`src/npmc_pkg.sv`:
```
// package: register indices, control bit positions, reset values, timing counts
package npmc_pkg;
   // register indices of the byte-wide map
   localparam logic [7:0] NPMC_IDX_SENS_CTRL  = 8'h00;
   localparam logic [7:0] NPMC_IDX_TIME_HI    = 8'h01;
   localparam logic [7:0] NPMC_IDX_TIME_LO    = 8'h02;
   localparam logic [7:0] NPMC_IDX_DATA_FIRST = 8'h03;
   localparam logic [7:0] NPMC_IDX_DATA_LAST  = 8'h08;
   localparam logic [7:0] NPMC_IDX_LED_CTRL   = 8'h0E;
   localparam logic [7:0] NPMC_IDX_LED_CUR    = 8'h0F;
   localparam logic [7:0] NPMC_IDX_STATUS     = 8'h10;
   // sensor control byte fields
   localparam int NPMC_SC_HOLD_BIT    = 7;
   localparam int NPMC_SC_STBY_BIT    = 6;
   localparam int NPMC_SC_MANUAL_BIT  = 2;
   localparam int NPMC_SC_TSTEP_LSB   = 0;
   localparam logic [7:0] NPMC_SC_RESET = 8'hC0;
   // led control byte fields
   localparam int NPMC_LC_RST_BIT     = 7;
   localparam int NPMC_LC_STBY_BIT    = 6;
   localparam int NPMC_LC_STEADY_BIT  = 5;
   localparam int NPMC_LC_TENTH_BIT   = 4;
   localparam logic [7:0] NPMC_LC_RESET = 8'hC0;
   localparam logic [7:0] NPMC_CUR_RESET = 8'h00;
   // timing
   localparam int NPMC_CLK_MHZ         = 25;
   localparam int NPMC_TINT_BASE_US    = 32;
   localparam int NPMC_TINT_BASE_CYC   = NPMC_TINT_BASE_US * NPMC_CLK_MHZ;
   localparam int NPMC_CHANNELS        = 3;
   localparam int NPMC_LED_PERIOD_CYC  = 100;
   localparam logic [1:0] NPMC_CH_LAST = 2'h2;
   // measurement sequencer states
   typedef enum logic [2:0] {
      NPMC_ST_STBY = 3'h1,
      NPMC_ST_INTG = 3'h2,
      NPMC_ST_STORE = 3'h4
   } npmc_state_t;
endpackage

```
`src/npmc_chan_acc.sv`:
```
// one photodiode channel accumulator with hidden buffer
module npmc_chan_acc
   import npmc_pkg::*;
(
   // clock and reset
   input  wire logic        clk_in,
   input  wire logic        rst_b_in,
   // control
   input  wire logic        clear_in,
   input  wire logic        enable_in,
   input  wire logic [15:0] sample_in,
   // buffered result
   output logic [15:0]      acc_out
);
   typedef struct packed {
      logic [15:0] acc;
   } npmc_acc_t;
   npmc_acc_t   s;
   npmc_acc_t   next_s;
   logic [16:0] sum;

   always_comb begin
      next_s = s;
      // saturate instead of wrapping when a single or double count meets the top
      sum    = {1'b0, s.acc} + 17'h00001 + {16'h0000, sample_in[15]};
      if (clear_in) begin
         next_s.acc = 16'h0000;
      end else if (enable_in) begin
         next_s.acc = sum[16] ? 16'hFFFF : sum[15:0];
      end
   end

   always_ff @(posedge clk_in or negedge rst_b_in) begin
      if (!rst_b_in) begin
         s <= '0;
      end else begin
         s <= next_s;
      end
   end

   assign acc_out = s.acc;
endmodule

```
`src/npmc_top.sv`:
```
// measurement and led driver control of the infrared photodiode sensor
module npmc_top
   import npmc_pkg::*;
(
   // clock and reset
   input  wire logic        clk_in,
   input  wire logic        rst_b_in,
   // register port
   input  wire logic [7:0]  reg_addr_in,
   input  wire logic [7:0]  reg_wdata_in,
   input  wire logic        reg_wr_in,
   input  wire logic        reg_rd_in,
   output logic [7:0]       reg_rdata_out,
   // converter input
   input  wire logic [15:0] pd_sample_in,
   // status and led
   output logic             measuring_out,
   output logic             result_valid_out,
   output logic             led_drive_out,
   output logic [7:0]       led_current_out
);
   typedef struct packed {
      logic [7:0]  sens_ctrl;
      logic [7:0]  time_hi;
      logic [7:0]  time_lo;
      logic [7:0]  led_ctrl;
      logic [7:0]  led_cur;
      npmc_state_t st;
      logic [1:0]  ch;
      logic [23:0] tcnt;
      logic [15:0] res0;
      logic [15:0] res1;
      logic [15:0] res2;
      logic        res_valid;
      logic [7:0]  rdata;
      logic [6:0]  led_cnt;
      logic        led_drive;
      logic        measuring;
   } npmc_regs_t;

   npmc_regs_t s;
   npmc_regs_t next_s;

   logic        hold_fall;
   logic        halt_req;
   logic [23:0] ch_len;
   logic        ch_done;
   logic        acc_clear;
   logic [2:0]  acc_en;
   logic [15:0] acc_val [NPMC_CHANNELS];
   logic [7:0]  wr_sc;
   logic        hold_after;
   logic        stby_after;

   ////////////////////////////////////////////////////////////////////
   // hidden channel buffers
   genvar g;
   generate
      for (g = 0; g < NPMC_CHANNELS; g++) begin : gen_acc
         npmc_chan_acc u_acc (
            .clk_in    (clk_in),
            .rst_b_in  (rst_b_in),
            .clear_in  (acc_clear),
            .enable_in (acc_en[g]),
            .sample_in (pd_sample_in),
            .acc_out   (acc_val[g])
         );
      end
   endgenerate

   ////////////////////////////////////////////////////////////////////
   // control decode
   always_comb begin
      wr_sc      = reg_wdata_in;
      hold_after = s.sens_ctrl[NPMC_SC_HOLD_BIT];
      stby_after = s.sens_ctrl[NPMC_SC_STBY_BIT];
      if (reg_wr_in && reg_addr_in == NPMC_IDX_SENS_CTRL) begin
         hold_after = wr_sc[NPMC_SC_HOLD_BIT];
         stby_after = wr_sc[NPMC_SC_STBY_BIT];
      end
      hold_fall = s.sens_ctrl[NPMC_SC_HOLD_BIT] && !hold_after;
      halt_req  = reg_wr_in && (reg_addr_in == NPMC_IDX_SENS_CTRL)
                  && (wr_sc[NPMC_SC_HOLD_BIT] || wr_sc[NPMC_SC_STBY_BIT]);
      // per-channel length: manual uses the timing count, else 32 us times 2^step
      if (s.sens_ctrl[NPMC_SC_MANUAL_BIT]) begin
         ch_len = 24'(NPMC_TINT_BASE_CYC) * {8'h00, s.time_hi, s.time_lo};
      end else begin
         ch_len = 24'(NPMC_TINT_BASE_CYC) << s.sens_ctrl[NPMC_SC_TSTEP_LSB +: 2];
      end
      ch_done   = (s.st == NPMC_ST_INTG) && (s.tcnt >= ch_len - 24'h000001);
      // fresh buffers at each start and after each store
      acc_clear = (hold_fall && !stby_after) || (s.st == NPMC_ST_STORE);
      acc_en    = '0;
      if (s.st == NPMC_ST_INTG && !halt_req) begin
         acc_en[s.ch] = 1'b1;
      end
   end

   ////////////////////////////////////////////////////////////////////
   // next state
   always_comb begin
      next_s = s;
      // register writes
      if (reg_wr_in) begin
         case (reg_addr_in)
            NPMC_IDX_SENS_CTRL: next_s.sens_ctrl = reg_wdata_in;
            NPMC_IDX_TIME_HI:   next_s.time_hi   = reg_wdata_in;
            NPMC_IDX_TIME_LO:   next_s.time_lo   = reg_wdata_in;
            NPMC_IDX_LED_CTRL:  next_s.led_ctrl  = reg_wdata_in;
            NPMC_IDX_LED_CUR:   next_s.led_cur   = reg_wdata_in;
            default: ;
         endcase
      end
      // read data one cycle later
      next_s.rdata = 8'h00;
      if (reg_rd_in) begin
         case (reg_addr_in)
            NPMC_IDX_SENS_CTRL: next_s.rdata = s.sens_ctrl;
            NPMC_IDX_TIME_HI:   next_s.rdata = s.time_hi;
            NPMC_IDX_TIME_LO:   next_s.rdata = s.time_lo;
            8'h03:              next_s.rdata = s.res0[15:8];
            8'h04:              next_s.rdata = s.res0[7:0];
            8'h05:              next_s.rdata = s.res1[15:8];
            8'h06:              next_s.rdata = s.res1[7:0];
            8'h07:              next_s.rdata = s.res2[15:8];
            NPMC_IDX_DATA_LAST: next_s.rdata = s.res2[7:0];
            NPMC_IDX_LED_CTRL:  next_s.rdata = s.led_ctrl;
            NPMC_IDX_LED_CUR:   next_s.rdata = s.led_cur;
            NPMC_IDX_STATUS:    next_s.rdata = {5'h00, s.res_valid, s.measuring, s.led_drive};
            default:            next_s.rdata = 8'h00;
         endcase
      end
      // measurement sequencer
      case (s.st)
         NPMC_ST_STBY: begin
            next_s.tcnt = 24'h000000;
            next_s.ch   = 2'h0;
            if (hold_fall && !stby_after) begin
               next_s.st = NPMC_ST_INTG;
            end
         end
         NPMC_ST_INTG: begin
            next_s.tcnt = s.tcnt + 24'h000001;
            if (halt_req) begin
               next_s.st = NPMC_ST_STBY;
            end else if (ch_done) begin
               next_s.tcnt = 24'h000000;
               if (s.ch == NPMC_CH_LAST) begin
                  next_s.st = NPMC_ST_STORE;
               end else begin
                  next_s.ch = s.ch + 2'h1;
               end
            end
         end
         NPMC_ST_STORE: begin
            next_s.res0      = acc_val[0];
            next_s.res1      = acc_val[1];
            next_s.res2      = acc_val[2];
            next_s.res_valid = 1'b1;
            next_s.ch        = 2'h0;
            if (halt_req) begin
               next_s.st = NPMC_ST_STBY;
            end else if (s.sens_ctrl[NPMC_SC_MANUAL_BIT]) begin
               next_s.st = NPMC_ST_STBY;
               next_s.sens_ctrl[NPMC_SC_STBY_BIT] = 1'b1;
            end else begin
               next_s.st = NPMC_ST_INTG;
            end
         end
         default: next_s.st = NPMC_ST_STBY;
      endcase
      next_s.measuring = (next_s.st != NPMC_ST_STBY);
      // led driver: runs when out of standby and reset released
      if (s.led_ctrl[NPMC_LC_STBY_BIT] || s.led_ctrl[NPMC_LC_RST_BIT]) begin
         next_s.led_cnt   = 7'h00;
         next_s.led_drive = 1'b0;
      end else if (s.led_ctrl[NPMC_LC_STEADY_BIT]) begin
         next_s.led_drive = 1'b1;
      end else begin
         next_s.led_cnt   = (s.led_cnt == 7'(NPMC_LED_PERIOD_CYC - 1)) ? 7'h00 : s.led_cnt + 7'h01;
         next_s.led_drive = (s.led_cnt < 7'(NPMC_LED_PERIOD_CYC / 10));
      end
   end

   ////////////////////////////////////////////////////////////////////
   // state register; results cleared only here by reset
   always_ff @(posedge clk_in or negedge rst_b_in) begin
      if (!rst_b_in) begin
         s           <= '0;
         s.sens_ctrl <= NPMC_SC_RESET;
         s.led_ctrl  <= NPMC_LC_RESET;
         s.led_cur   <= NPMC_CUR_RESET;
         s.st        <= NPMC_ST_STBY;
      end else begin
         s <= next_s;
      end
   end

   ////////////////////////////////////////////////////////////////////
   // outputs
   assign reg_rdata_out    = s.rdata;
   assign measuring_out    = s.measuring;
   assign result_valid_out = s.res_valid;
   assign led_drive_out    = s.led_drive;
   assign led_current_out  = s.led_cur;
endmodule

```
`config.mk`:
```
export PLATFORM = sky130hd
export DESIGN_NAME = npmc_top
export DESIGN_NICKNAME = d
export VERILOG_FILES = /design/src/npmc_pkg.sv /design/src/npmc_chan_acc.sv /design/src/npmc_top.sv
export SDC_FILE = /design/constraint.sdc
export NUM_CORES = 1
export LEC_CHECK = 0
export ABC_AREA = 1
export BUFFER_PORTS_ARGS = -buffer_cell sky130_fd_sc_hd__buf_4
export CAP_MARGIN = 20
export CORE_MARGIN = 2
export CORE_UTILIZATION = 30
export CTS_CLUSTER_DIAMETER = 150
export DETAILED_ROUTE_END_ITERATION = 16
export GPL_ROUTABILITY_DRIVEN = 1
export GPL_TIMING_DRIVEN = 1
export PLACE_DENSITY_LB_ADDON = 0.12
export REMOVE_ABC_BUFFERS = 1
export SYNTH_ARGS = -nofsm -noshare
export SYNTH_HDL_FRONTEND = slang
export SYNTH_SLANG_ARGS = --single-unit
```
`constraint.sdc`:
```
create_clock -name clk_in -period 11.8 [get_ports clk_in]
set_clock_uncertainty 0.15 [all_clocks]
set_input_delay 0.59 -clock clk_in [delete_from_list [all_inputs] [get_ports clk_in]]
set_output_delay 0.59 -clock clk_in [all_outputs]
set_load 0.02 [all_outputs]
```
==> impl_metrics.csv <==
group,metric,value,unit
synthesis,yosysTopAreaCell,"dfrtp_1",
sta,post-route-min-period,5.618,ns
die,rows,74,
status,status,"complete, no violations",
power_and_ir_drop,power_leakage,7.086,nW
sta,worst_slew_margin_rel,0.4283,
global_routing,grt_max_degree,66,
detailed_routing,first_iter_violations,511,
detailed_routing,detail-route-antenna-nets,0,
sta,fin_crit_sh,0.4761,
sta,slew_violations,0,
detailed_routing,vias,10410,
clocking,h-tree-depth,4,
clocking,clock_latency,0.45,ns
sta,setup_tns,0,ns
clocking,post_cts.repair.setup_buffers,0,
detailed_routing,wl_per_cell,14.87,um
worst_setup_path,worst-path-max-fanout,12,
clocking,cts_buffers,17,
die,die_height,207.0,um
global_routing,grt_util_all_layers,0.1649,
sta,finalSetupViolCount,0,
finish,utilization,0.3380,
detailed_routing,routed_wl,33690,um
clocking,cts_tree,"yes",
global_routing,antenna_found_initial,0,
detailed_routing,vias_per_cell,4.592,
power_and_ir_drop,powerDensity,113.5,nW/um^2
sta,max_freq,178.0,MHz
global_routing,grt_use_met1,0.2204,
synthesis,synth.area.top_cells,"dfrtp_1 36%, nand2_1 13%, inv_1 9.0%, ha_1 8.2%, o21ai_0 6.4%",
global_routing,grt_pass1_wl,54910,um
power_and_ir_drop,ir_worst_vdd,0.09859,mV
placement,placed_cell_area,13110,sq um
global_routing,met2_usage,0.2795,
clocking,path_clk_slew,0.07,ns
sta,rsz0062_at_grt,"false",
sta,worstMarginPinSlew,0.8576,ns
die,die_w,207.0,um
sta,hold_violations,0,
clocking,cts_resized,0,
finish,syn2layout_area_growth,11.42,%
clocking,ctsHoldBuffers,1,
clocking,clockRootBuffer,"clkbuf_16",
die,die-area,42840,sq um
worst_setup_path,start_kind,"register",
global_routing,grt-busiest-layer,"met2",
power_and_ir_drop,power,1.562,mW
synthesis,yosys.area.top_type_share,0.3604,
placement,dp_hpwl,25700,um
run,cap_viol_max_count,0,
detailed_routing,drc,0,
die,top_level_ports,55,
die,core,40740,sq um
synthesis,syn-mean-instance-area,7.262,sq um
die,initial_core_util,0.3034,
global_routing,met3_usage,0.02355,
synthesis,yosysSeqAreaShare,0.3710,
synthesis,syn_area,12360,sq um
synthesis,synth_cell_types,42,
finish,drive_gt1_frac,0.06863,
global_routing,grt_pass1_vias,10250,
placement,io_buffers,39,
detailed_routing,first_pass_iters,5,
clocking,cts_buffer_depth,2,
finish,nets,1849,
finish,antenna-diode-count,0,
worst_setup_path,cp_data_required_time,12.02,ns
synthesis,syn_inst,1702,
worst_setup_path,crit_arrival,5.84,ns
finish,final_cell_area,13770,sq um
placement,gp_congestion,0.8315,
synthesis,synth-edff-count,0,
synthesis,synth_warnings,0,
synthesis,ys_seq_elements,183,
hold_path,hp-class,"in2reg",
worst_setup_path,criticalPathCategory,"reg2reg",
global_routing,grt.overflow.total,0,
synthesis,synth_commonest_cells,"432 x nand2_1, 295 x inv_1, 178 x dfrtp_1",
synthesis,yosysMostFrequentCell,"nand2_1",
worst_setup_path,cp-end-kind,"register",
synthesis,async_flop_share,1.000,
clocking,cts_sinks,183,
synthesis,synth_flop_cell,"dfrtp_1",
## cell families after synthesis
logic type,after synthesis,synth area share
buffers and inverters,348,0.1136
adder cells (fa/ha/maj),92,0.09982
flip-flops,183,0.3710
XOR/XNOR,48,0.03402
AND/OR/NAND/NOR,767,0.2648
AO/OA/AOI/OAI,264,0.1167
## where the power goes
part	internal, mW	switching, mW
clock network	0.367	0.277
logic	0.0917	0.160
registers	0.646	0.0204
total	1.10	0.458
## placed cells by master, fill, tap and decap left out, types with 33 or more instances in the layout
cell,instances
nand2_1,432
inv_1,295
dfrtp_1,178
o21ai_0,158
nor2_1,125
nand3_1,108
ha_1,81
a21oi_1,57
buf_4,45
nor3_1,36
xor2_1,33
## routing by layer
metal | vias up | wire (um)
met2 | 93 | 16010
li1 | 5465 | -
met5 | - | 0
met1 | 4819 | 16480
met4 | 0 | 518
met3 | 28 | 676
## final cells by class
cell class / count / area, sq um
clock buffer: 18 / 439.2
clock inverter: 14 / 212.7
fill: 4388 / 26970
inverter: 301 / 1130
multi-input combinational: 1171 / 6376
sequential: 183 / 4586
tap: 532 / 665.6
timing repair buffer: 47 / 361.6
## worst max-delay path, stage by stage, from the launching register on
cell and delay (ns):
dfrtp_1 0.48, ha_1 0.32, ha_1 0.28, inv_1 0.05, fa_1 0.50, inv_1 0.04, ha_1 0.37, a21oi_1 0.17
nand2_1 0.13, or2_2 0.29, nand2_1 0.12, nand2_1 0.14, nor2_4 0.13, nand2_2 0.09, nor2_2 0.11, nand3_1 0.07
nand2_1 0.06, nand2_1 0.06, ha_1 0.31, a21oi_1 0.13, o21ai_0 0.09, nor2_1 0.15, nand3_1 0.24, nand2_1 0.16
nand2_1 0.10, nand2_1 0.37, inv_1 0.26, nor2_1 0.14
## path summary, 6_finish.rpt
path / from / to / slack (ns) / cells past startpoint
setup / recovery: s[115]$_DFFE_PN0P_ / s[81]$_DFFE_PN0P_ / 6.18 / 27
hold / removal: reg_wdata_in[0] / s[127]$_DFFE_PN0P_ / 0.23 / 3
setup reg to reg: s[115]$_DFFE_PN0P_ / s[81]$_DFFE_PN0P_ / 6.18 / 27
hold reg to reg: s[46]$_DFFE_PN0P_ / s[46]$_DFFE_PN0P_ / 0.33 / 2
max in group asynchronous: rst_b_in / s[81]$_DFFE_PN0P_ / 8.96 / 4
min in group asynchronous: rst_b_in / gen_acc[2].u_acc.acc_out[15]$_DFFE_PN0P_ / 0.50 / 2
## through the flow
step                      hold slack (ns)  cells  worst slack [ns]
after CTS                          0.2164   2266             6.095
final                              0.2307   2266             6.182
after global routing               0.2368   2266             5.606
after floorplan                    0.1444   1655             7.092
after global placement             0.3040   2233             6.155
after detailed placement           0.3153   2233             6.075
## registers in the layout (all words and copies together) (netlist names)
| name | count |
|---|---|
| led_current_out | 8 |
| measuring_out | 1 |
| reg_rdata_out | 8 |
| result_valid_out | 1 |
| gen_acc.u_acc.acc_out | 48 |
| led_drive_out | 1 |
| s | 116 |
No activity file was read; power rests on OpenSTA's default activity.
